`src/clock_config_pkg.sv`:
```
// Package: register map, field layout, reset values and carriers for the clock config bank
`default_nettype none
package clock_config_pkg;

	////////////////////////////////////////////////////////////////////////////////
	// Register port geometry
	localparam int ADDR_W = 12; // Register address width
	localparam int DATA_W = 8; // Register data width

	////////////////////////////////////////////////////////////////////////////////
	// Register offsets
	localparam logic [ADDR_W-1:0] UPDATE_OFFSET = 12'h00F; // Transfer strobe
	localparam logic [ADDR_W-1:0] REF_ONE_OFFSET = 12'h012; // reference_one_control
	localparam logic [ADDR_W-1:0] REF_TWO_OFFSET = 12'h013; // reference_two_control
	localparam logic [ADDR_W-1:0] CH_ONE_RATIO_OFFSET = 12'h014; // channel_one_divide_ratio
	localparam logic [ADDR_W-1:0] CH_ONE_DRV_OFFSET = 12'h015; // channel_one_driver_control
	localparam logic [ADDR_W-1:0] CH_TWO_RATIO_OFFSET = 12'h016; // channel_two_divide_ratio

	////////////////////////////////////////////////////////////////////////////////
	// Field positions
	localparam int REF_FIELD_MSB = 3; // Reference fields occupy [3:0]
	localparam int DRV_FIELD_MSB = 5; // Driver fields occupy [5:1]
	localparam int DRV_FIELD_LSB = 1; // Lowest stored driver bit
	localparam int CLEAR_BIT = 0; // Live divider clear
	localparam int UPDATE_BIT = 0; // Live transfer strobe

	////////////////////////////////////////////////////////////////////////////////
	// Reset values, full register bytes
	localparam logic [DATA_W-1:0] REF_ONE_RESET = 8'h07; // Term 01, regulator on, input on
	localparam logic [DATA_W-1:0] REF_TWO_RESET = 8'h06; // Term 01, regulator on, input off
	localparam logic [DATA_W-1:0] RATIO_RESET = 8'h01; // Divide by one
	localparam logic [DATA_W-1:0] DRV_RESET = 8'h24; // Trim 10, regulator on, rest off
	localparam logic [DATA_W-1:0] RATIO_OFF = 8'h00; // Ratio that stops a divider
	localparam logic [DATA_W-1:0] READ_NONE = 8'h00; // Answer for unmapped reads

	////////////////////////////////////////////////////////////////////////////////
	// Carriers; packing order equals register bit order
	typedef struct packed {
		logic [1:0] termination_code; // 00 100R diff, 01 50R gnd, 10 AC bias, 11 high-Z
		logic regulator_on; // Input regulator enable
		logic input_on; // Input enable
	} ref_cfg_s;

	typedef struct packed {
		logic [1:0] swing_trim; // 00 0.8V, 01 0.9V, 10 1.0V, 11 1.1V
		logic termination_on; // On-chip termination
		logic regulator_on; // Driver regulator enable
		logic output_on; // Output enable
	} drv_cfg_s;

endpackage : clock_config_pkg
`default_nettype wire

```
`src/channel_divider.sv`:
```
// Module: output channel divider producing a one-cycle tick every ratio cycles
`timescale 1ns/1ps
`default_nettype none
module channel_divider
	import clock_config_pkg::*;
#(
	parameter int WIDTH = 8 // Ratio width
) (
	input wire logic clk_i, // System clock
	input wire logic reset_n_i, // Async reset, active low
	input wire logic [WIDTH-1:0] ratio_i, // Active divide ratio, zero stops
	input wire logic clear_i, // Restart counting
	output logic tick_o // One-cycle pulse per period
);

	// Ratio width must hold at least one bit
	if (WIDTH < 1) begin : width_check
		$error("channel_divider WIDTH must be at least 1");
	end

	logic [WIDTH-1:0] count_reg; // Cycles since last tick
	logic [WIDTH-1:0] count_next; // Next count
	logic tick_reg; // Registered tick
	logic tick_next; // Next tick

	////////////////////////////////////////////////////////////////////////////////
	// Count and tick decision
	always_comb begin
		count_next = count_reg;
		tick_next = 1'b0;
		if (clear_i || ratio_i == '0) begin
			// Held static and restarted from zero, so a new ratio starts a clean period
			count_next = '0;
		end else if (count_reg >= ratio_i - WIDTH'(1)) begin
			// Compare with >= so a shrinking ratio never overruns
			count_next = '0;
			tick_next = 1'b1;
		end else begin
			count_next = count_reg + WIDTH'(1);
		end
	end

	// State registers
	always_ff @(posedge clk_i or negedge reset_n_i) begin
		if (!reset_n_i) begin
			count_reg <= '0;
			tick_reg <= 1'b0;
		end else begin
			count_reg <= count_next;
			tick_reg <= tick_next;
		end
	end

	assign tick_o = tick_reg;
endmodule : channel_divider
`default_nettype wire

```
`src/clock_config_bank.sv`:
```
// Module: reference input and output divider configuration bank with buffered update
//
// Overview of operation
// Host writes zero in reference one bits 7:4
// Host writes zero in reference two bits 7:4
// Reference one termination code bits 3:2, reset 01
// Reference two termination code bits 3:2, reset 01
// Reference one regulator and input enable, reset on
// Reference two regulator on, input off at reset
// Channel one divides by ratio, reset one
// Channel two divides by ratio, reset one
// Zero ratio disables the channel divider
// Host writes zero in driver bits 7:6
// Channel one swing trim bits 5:4, reset 10
// Channel one termination bit 3, reset off
// Regulator bit 2 on, output bit 1 off
// Bit 0 write clears channel one divider, self-clears
// Divider clear acts without the update strobe
// Writes buffered, copied to active on update
// Disabled divider output static, restarts cleanly
`timescale 1ns/1ps
`default_nettype none
module clock_config_bank
	import clock_config_pkg::*;
(
	input wire logic clk_i, // System clock, 200 MHz
	input wire logic reset_n_i, // Async reset, active low
	input wire logic wr_en_i, // Register write strobe
	input wire logic rd_en_i, // Register read strobe
	input wire logic [ADDR_W-1:0] addr_i, // Register address
	input wire logic [DATA_W-1:0] wdata_i, // Write data
	output logic [DATA_W-1:0] rdata_o, // Read data, valid with rvalid_o
	output logic rvalid_o, // Read answer pulse
	output ref_cfg_s ref_one_o, // Active reference one settings
	output ref_cfg_s ref_two_o, // Active reference two settings
	output drv_cfg_s ch_one_drv_o, // Active channel one driver settings
	output logic [DATA_W-1:0] ch_one_ratio_o, // Active channel one ratio
	output logic [DATA_W-1:0] ch_two_ratio_o, // Active channel two ratio
	output logic ch_one_tick_o, // Channel one divided tick
	output logic ch_two_tick_o // Channel two divided tick
);

	////////////////////////////////////////////////////////////////////////////////
	// Buffer and active state
	ref_cfg_s ref_one_buf_reg, ref_one_buf_next; // Host-facing copy
	ref_cfg_s ref_two_buf_reg, ref_two_buf_next; // Host-facing copy
	drv_cfg_s drv_buf_reg, drv_buf_next; // Host-facing copy
	logic [DATA_W-1:0] ratio_one_buf_reg, ratio_one_buf_next; // Host-facing copy
	logic [DATA_W-1:0] ratio_two_buf_reg, ratio_two_buf_next; // Host-facing copy
	ref_cfg_s ref_one_reg, ref_one_next; // Active copy
	ref_cfg_s ref_two_reg, ref_two_next; // Active copy
	drv_cfg_s drv_reg, drv_next; // Active copy
	logic [DATA_W-1:0] ratio_one_reg, ratio_one_next; // Active copy
	logic [DATA_W-1:0] ratio_two_reg, ratio_two_next; // Active copy
	logic clear_reg, clear_next; // Live divider clear pulse
	logic [DATA_W-1:0] rdata_reg, rdata_next; // Read answer
	logic rvalid_reg, rvalid_next; // Read answer valid
	logic update; // Transfer strobe this cycle

	////////////////////////////////////////////////////////////////////////////////
	// Write decode into buffers and live bits
	always_comb begin
		ref_one_buf_next = ref_one_buf_reg;
		ref_two_buf_next = ref_two_buf_reg;
		drv_buf_next = drv_buf_reg;
		ratio_one_buf_next = ratio_one_buf_reg;
		ratio_two_buf_next = ratio_two_buf_reg;
		clear_next = 1'b0; // Self-clearing after one cycle
		update = 1'b0;
		if (wr_en_i) begin
			case (addr_i)
				// Upper bits are the host's to keep zero; they are not stored
				REF_ONE_OFFSET: begin
					ref_one_buf_next = ref_cfg_s'(wdata_i[REF_FIELD_MSB:0]);
				end
				REF_TWO_OFFSET: begin
					ref_two_buf_next = ref_cfg_s'(wdata_i[REF_FIELD_MSB:0]);
				end
				CH_ONE_RATIO_OFFSET: begin
					ratio_one_buf_next = wdata_i;
				end
				CH_ONE_DRV_OFFSET: begin
					drv_buf_next = drv_cfg_s'(wdata_i[DRV_FIELD_MSB:DRV_FIELD_LSB]);
					clear_next = wdata_i[CLEAR_BIT];
				end
				CH_TWO_RATIO_OFFSET: begin
					ratio_two_buf_next = wdata_i;
				end
				UPDATE_OFFSET: begin
					update = wdata_i[UPDATE_BIT];
				end
				default: begin
					// Unmapped writes are dropped
				end
			endcase
		end
	end

	////////////////////////////////////////////////////////////////////////////////
	// Transfer to active copy on strobe only
	always_comb begin
		ref_one_next = ref_one_reg;
		ref_two_next = ref_two_reg;
		drv_next = drv_reg;
		ratio_one_next = ratio_one_reg;
		ratio_two_next = ratio_two_reg;
		if (update) begin
			// Strobe and a buffer write never share a cycle: one address per access
			ref_one_next = ref_one_buf_reg;
			ref_two_next = ref_two_buf_reg;
			drv_next = drv_buf_reg;
			ratio_one_next = ratio_one_buf_reg;
			ratio_two_next = ratio_two_buf_reg;
		end
	end

	////////////////////////////////////////////////////////////////////////////////
	// Read path; readback shows buffers, live bits and reserved bits read zero
	always_comb begin
		rdata_next = rdata_reg;
		rvalid_next = rd_en_i;
		if (rd_en_i) begin
			case (addr_i)
				REF_ONE_OFFSET: rdata_next = DATA_W'(ref_one_buf_reg);
				REF_TWO_OFFSET: rdata_next = DATA_W'(ref_two_buf_reg);
				CH_ONE_RATIO_OFFSET: rdata_next = ratio_one_buf_reg;
				CH_ONE_DRV_OFFSET: rdata_next = DATA_W'({drv_buf_reg, 1'b0});
				CH_TWO_RATIO_OFFSET: rdata_next = ratio_two_buf_reg;
				default: rdata_next = READ_NONE;
			endcase
		end
	end

	////////////////////////////////////////////////////////////////////////////////
	// State registers, reset to the documented defaults
	always_ff @(posedge clk_i or negedge reset_n_i) begin
		if (!reset_n_i) begin
			ref_one_buf_reg <= ref_cfg_s'(REF_ONE_RESET[REF_FIELD_MSB:0]);
			ref_two_buf_reg <= ref_cfg_s'(REF_TWO_RESET[REF_FIELD_MSB:0]);
			drv_buf_reg <= drv_cfg_s'(DRV_RESET[DRV_FIELD_MSB:DRV_FIELD_LSB]);
			ratio_one_buf_reg <= RATIO_RESET;
			ratio_two_buf_reg <= RATIO_RESET;
			ref_one_reg <= ref_cfg_s'(REF_ONE_RESET[REF_FIELD_MSB:0]);
			ref_two_reg <= ref_cfg_s'(REF_TWO_RESET[REF_FIELD_MSB:0]);
			drv_reg <= drv_cfg_s'(DRV_RESET[DRV_FIELD_MSB:DRV_FIELD_LSB]);
			ratio_one_reg <= RATIO_RESET;
			ratio_two_reg <= RATIO_RESET;
			clear_reg <= 1'b0;
			rdata_reg <= READ_NONE;
			rvalid_reg <= 1'b0;
		end else begin
			ref_one_buf_reg <= ref_one_buf_next;
			ref_two_buf_reg <= ref_two_buf_next;
			drv_buf_reg <= drv_buf_next;
			ratio_one_buf_reg <= ratio_one_buf_next;
			ratio_two_buf_reg <= ratio_two_buf_next;
			ref_one_reg <= ref_one_next;
			ref_two_reg <= ref_two_next;
			drv_reg <= drv_next;
			ratio_one_reg <= ratio_one_next;
			ratio_two_reg <= ratio_two_next;
			clear_reg <= clear_next;
			rdata_reg <= rdata_next;
			rvalid_reg <= rvalid_next;
		end
	end

	////////////////////////////////////////////////////////////////////////////////
	// Channel dividers; only channel one has a live clear in this bank
	localparam int CHANNELS = 2; // Dividers in this bank
	logic [CHANNELS-1:0][DATA_W-1:0] div_ratio; // Active ratio per channel
	logic [CHANNELS-1:0] div_clear; // Live clear per channel
	logic [CHANNELS-1:0] div_tick; // Tick per channel

	assign div_ratio = {ratio_two_reg, ratio_one_reg};
	// Channel two's clear lives in a register outside this bank, so it stays low
	assign div_clear = {1'b0, clear_reg};

	for (genvar ch = 0; ch < CHANNELS; ch++) begin : div_gen
		channel_divider #(.WIDTH(DATA_W)) div (
			.clk_i(clk_i),
			.reset_n_i(reset_n_i),
			.ratio_i(div_ratio[ch]),
			.clear_i(div_clear[ch]),
			.tick_o(div_tick[ch])
		);
	end

	assign ch_one_tick_o = div_tick[0];
	assign ch_two_tick_o = div_tick[1];

	assign rdata_o = rdata_reg;
	assign rvalid_o = rvalid_reg;
	assign ref_one_o = ref_one_reg;
	assign ref_two_o = ref_two_reg;
	assign ch_one_drv_o = drv_reg;
	assign ch_one_ratio_o = ratio_one_reg;
	assign ch_two_ratio_o = ratio_two_reg;
endmodule : clock_config_bank
`default_nettype wire

```
`config.mk`:
```
export PLATFORM = sky130hd
export DESIGN_NAME = clock_config_bank
export DESIGN_NICKNAME = d
export VERILOG_FILES = /design/src/clock_config_pkg.sv /design/src/channel_divider.sv /design/src/clock_config_bank.sv
export SDC_FILE = /design/constraint.sdc
export NUM_CORES = 1
export LEC_CHECK = 0
export BUFFER_PORTS_ARGS = -buffer_cell sky130_fd_sc_hd__buf_4
export CORE_UTILIZATION = 57
export DETAILED_ROUTE_END_ITERATION = 8
export PLACE_DENSITY = 0.9
export SYNTH_ARGS = -nofsm -noshare
export SYNTH_HDL_FRONTEND = slang
export SYNTH_SLANG_ARGS = --single-unit
```
`constraint.sdc`:
```
create_clock -name clk_i -period 2.95 [get_ports clk_i]
set_input_delay 0.1475 -clock clk_i [delete_from_list [all_inputs] [get_ports clk_i]]
set_output_delay 0.1475 -clock clk_i [all_outputs]
set_load 0.005 [all_outputs]
```
Word level (Yosys, flattened, before mapping). Cells that the tools add are included.

Output and inout bits: 40. Register bits after elaboration: 86. Bits of input ports: 24.

Reductions and logical operators: 8. Magnitude comparators: 2. Equality and inequality tests: 6. $add $sub $neg: 4. Mux-type cells: 13.

Operators by type and width (count): 12-bit by 5-bit == test with 1-bit output (second input constant) (5); 8-bit case mux with 5 select lines (1); 8-bit 2-to-1 mux (4); 8-bit by 1-bit adder with 8-bit output (second input constant) (2); 8-bit greater-or-equal comparator (2); 8-bit logical NOT (2); 8-bit by 1-bit subtractor with 8-bit output (second input constant) (2); 12-bit by 4-bit == test with 1-bit output (second input constant) (1); 2-bit AND reduction (5); 1-bit 2-to-1 mux (8); 1-bit logical OR (1).

Longest topological paths before layout.
Depth in word-level cells: 4. Depth in mapped cells: 9. Gate-level depth less buffers: 9.

Cells and area by module. Synthesis repeated with hierarchy kept, for this count alone.

Cells, all modules: 346. Area, all modules: 4403.0 µm².

Modules (own cells, without submodules): clock_config_bank (area each 2880.3 µm², cells each 197, times used 1); channel_divider at div_gen[0].div (area each 792.0 µm², cells each 77, times used 1); channel_divider at div_gen[1].div (area each 730.7 µm², cells each 72, times used 1).

Least setup slack after synthesis. Ideal clock, no wire load.

Path kind: register -> register. Start: register ratio_two_reg[0], in the netlist ch_two_ratio_o[0]. End: register div_gen[1].div.tick_reg. Data arrival time: 2224 ps. Stages on the path, launching flop included: 10. Required time: 2881 ps. Library setup time: 69 ps. Path buffers: 0. Setup slack: 657 ps. Path through: dfstp_2 -> inv_1 -> ha_1 -> nand2_1 -> xor2_1 -> ha_1 -> o21a_1 -> a21oi_1 -> o31ai_1 -> and2_1.

Cells in the longest elaborated chain, start to end: 4.

RTL lines: from (decl) (RTL line clock_config_bank.sv:54) `logic [DATA_W-1:0] ratio_two_reg, ratio_two_next;`; from (signal assigned) (RTL line clock_config_bank.sv:161) `ratio_two_reg <= ratio_two_next;`; 8-bit by 1-bit subtractor with 8-bit output (RTL line channel_divider.sv:34) `end else if (count_reg >= ratio_i - WIDTH'(1)) begin`; 8-bit greater-or-equal comparator (RTL line channel_divider.sv:34); 1-bit 2-to-1 mux (RTL line channel_divider.sv:34); 1-bit 2-to-1 mux * (RTL line channel_divider.sv:31) `if (clear_i || ratio_i == '0) begin`; via div_gen[1].div.tick_next (RTL line channel_divider.sv:24) `logic tick_next;`; to (signal assigned) (RTL line channel_divider.sv:50) `tick_reg <= tick_next;`; to (decl) (RTL line channel_divider.sv:23) `logic tick_reg;`.

Mark *: on every way through the listed nets, which the timed path passes. The rest lies on a longest branch. A chain may end at the register's enable or synchronous reset.

Final worst setup path.
Start: register ratio_two_reg[3], in the netlist ch_two_ratio_o[3]. End: register div_gen[1].div.tick_reg.

Same word-level chain as after synthesis.

==> results by group <==
Outcome
  • Status: finished with violations
  • Failing checks: negative hold slack

Synthesis
  • Area of the mapped netlist: 4330 sq um
  • Sequential area share after synthesis: 50.2%
  • Simple-gate portion of the synthesized area: 14.0%
  • Cell count after synthesis: 363
  • Fraction of registers with async set/reset: 100%
  • Seq cells post-synth: 86
  • Largest family of logic cells by synthesized area: multiplexers
  • Area share of the largest cell type after synthesis: 39.3%
  • YS warnings: 0
  • Post-Synth Adder-Cell Area: 6.35%
  • Number of synthesized flops with an enable pin: 0
  • Syn Area/Cell: 11.9 sq um
  • Post-synth top flop: dfrtp_1
  • Post-synthesis mux area share: 16.1%
  • Post-synth top area cell: dfrtp_1
  • Post-Syn Nets: 409
  • Yosys cell types: 50
  • Area contributors post-synth: dfrtp_1 (39%), mux2_2 (13%), dfstp_2 (11%)
  • XOR/XNOR share of the synthesized area: 4.85%
  • Compound-Gate Fraction of Synth Area: 5.80%

Placed design
  • PortBufs: 63
  • Gpl congestion: 0.866
  • DP HPWL: 6720 microns

Floorplanning
  • Die Wd: 89.2 microns
  • Total core area: 7290 sq um
  • Initial core utilization: 59.4%
  • Full die area: 7950 sq um
  • Die height: 89.2 microns
  • Num rows: 31
  • I/O Pins: 64

Timing
  • Layout Skew: 0.00864 ns
  • Final hold slack: -0.0440 ns
  • Final setup vio count: 0
  • RSZ-0062 raised after global routing: false
  • Worst Tran Pin Value: 1.05 ns
  • Slew HR: 30.0%
  • Final period util: 93.2%
  • Maximum clock rate: 364 MHz
  • Final Hold Viols: 48
  • Slew Viols, Final: 0
  • Tmin final: 2.75 ns
  • Setup_tns: 0 ns

Pwr
  • Leak: 2.38 nW
  • Comb pwr share: 15.3%
  • Clock share of power: 31.5%
  • Int Power: 0.00174 W
  • Sequential fraction of design power: 53.2%
  • Sw Ratio: 29.0%
  • Worst IR Drop VDD: 0.244 mV
  • NetSw: 0.000710 W
  • Power density cells: 484 nW/um^2

Global routing
  • First-pass GRT wire length: 14700 microns
  • All-Layer GR Usage: 25.2%
  • Overflow after GRT: 0
  • Largest net degree at the start of global routing: 87
  • Via count of the first global-routing pass: 3112
  • Initial antenna violation count: 0

Routing
  • DRT antenna net count: 0
  • DRT Pass-1 Iters: 4
  • WL/cell: 17.4 microns
  • DRC Markers: 0
  • Vias/cell: 5.85
  • Drt total wl: 9240 microns
  • First DRT Iteration DRCs: 159
  • Vias: 3108

Finish
  • Area used by multi-input combinational logic: 2040 sq um
  • Register area: 2170 sq um
  • Share of layout cells above drive strength 1: 38.0%
  • Fill cell count: 543
  • Number of antenna diodes: 0
  • Final #Nets: 473
  • Synthesis-to-finish area growth: 16.7%
  • Max reg flops: 16

Worst setup path
  • Critical path class: register to register
  • Crit path largest cell delay: 0.78 ns
  • Worst EP required: 3.25 ns
  • Startpoint type of the worst setup path: register
  • CP Cell Sequence: nor4_1, nand2_1, xor2_1, ha_1, nand3_1, o31ai_1, and2_1
  • CP Capture Type: register
  • Cell family with most CP delay: simple AND/OR/NAND/NOR gates
  • Crit-path max FO: 9
  • Reg-to-Reg Start: ch_two_ratio_o[3]
  • CP max stage cell: o31ai_1
  • FF-to-FF path depth: 7
  • R2r setup slk: 0.20 ns
  • Buffer and inverter count on the worst path: 0
  • End of the worst register-to-register path: div_gen[1].div.tick_o
  • Crit path DAT: 3.05 ns

Clock tree
  • Clock latency on the worst-skew pair: 0.36 ns
  • Cts repair resizes: 0
  • Hold buffers post-CTS: 0
  • CTS sink count: 86
  • TritonCTS Buffers: 9
  • Clock Path Buffers: 2
  • CTS tree: yes
  • Root Buffer: clkbuf_8
  • Post-CTS Setup Bufs: 0
  • Reg clk slew, reported paths: 0.09 ns
  • H-tree depth: 3

Flow run
  • Max_cap viols: 0

Min path
  • HP Class: input pin to async pin
==> Yosys cell counts (all sizes together) (2+ instances only) <==
cell type and count:
a22oi 3, a21o 2, xor2 9, nor2b 4, clkbuf 6, or4 4, ha 22, nand3 11
buf 6, nand2 29, a21oi 7, o21ai 5, dfstp 18, nor4 9, a31oi 3, o22ai 6
nand4 2, nor3 15, mux2 56, xnor2 15, mux2i 5, dfrtp 68, inv 12, or3 2
a32oi 2, o21a 3, nor3b 7, nor2 18, nand4b 2
==> layout make-up <==
type | instances | area share, %
Sequential cell | 86 | 43.0
Multi-Input combinational cell | 253 | 40.4
Timing Repair Buffer | 65 | 9.65
Clock buffer | 10 | 2.72
Tap cell | 99 | 2.45
Clock inverter | 6 | 0.891
Inverter | 12 | 0.891
==> layer usage <==
metal	GRT usage, %	wire length (microns)	up-vias
li1	-	-	1435
met2	38.7	4280	93
met1	32.9	4150	1549
met5	0	0	-
met4	16.5	391	0
met3	4.52	423	31
==> power groups by stage <==
stage / clock [W] / sequential [W] / combinational (W)
finish: 0.000771 / 0.00130 / 0.000375
global route: 0.000820 / 0.00131 / 0.000429
CTS: 0.000776 / 0.00130 / 0.000378
detailed placement: 0 / 0.00132 / 0.000375
global placement: 0 / 0.00132 / 0.000350
floorplan: 0 / 0.00131 / 0.000234
==> layout by cell type, fill, tap and decap left out, types with 5 or more instances in the layout <==
cell type / instances
ha_1: 22
xor2_1: 9
nand3_1: 10
nor2_1: 18
mux2_2: 51
xnor2_1: 15
o22ai_1: 6
nor3b_1: 7
nor3_1: 14
a21oi_1: 7
nor4_1: 7
buf_4: 65
inv_1: 12
clkbuf_8: 10
dfrtp_1: 68
nand2_1: 28
mux2i_1: 5
mux2_4: 5
dfstp_2: 18
==> metrics by stage <==
step / setup WS (ns) / total power, W / instances / area [sq um] / util, %
final: 0.201 / 0.00245 / 531 / 5060 / 69.4
after global routing: 0.00591 / 0.00256 / 531 / 5060 / 69.4
after CTS: 0.157 / 0.00246 / 531 / 5060 / 69.4
after detailed placement: 0.212 / 0.00170 / 515 / 4870 / 66.8
after global placement: 0.431 / 0.00167 / 515 / 4870 / 66.8
after floorplan: 0.657 / 0.00154 / 363 / 4330 / -
==> worst max-delay path by stage <==
| stage | start | endpoint | slack, ns | cells past startpoint |
|---|---|---|---|---|
| final | ch_two_ratio_o[3] | div_gen[1].div.tick_o | 0.20 | 7 |
| after global routing | ch_two_ratio_o[3] | div_gen[1].div.count_reg[6] | 0.006 | 7 |
| after CTS | ch_two_ratio_o[3] | div_gen[1].div.tick_o | 0.16 | 7 |
| after detailed placement | ch_two_ratio_o[3] | div_gen[1].div.tick_o | 0.21 | 7 |
| after global placement | ch_two_ratio_o[3] | div_gen[1].div.tick_o | 0.43 | 7 |
| after floorplan | ch_two_ratio_o[0] | div_gen[1].div.tick_o | 0.66 | 9 |
==> cell families after synthesis <==
group | Yosys count
AND/OR/NAND/NOR | 108
flip-flops | 86
multiplexers | 61
AO/OA/AOI/OAI | 38
XOR/XNOR | 24
buffers and inverters | 24
adder cells (fa/ha/maj) | 22
Note: power is estimated with default switching activity, not from simulation.
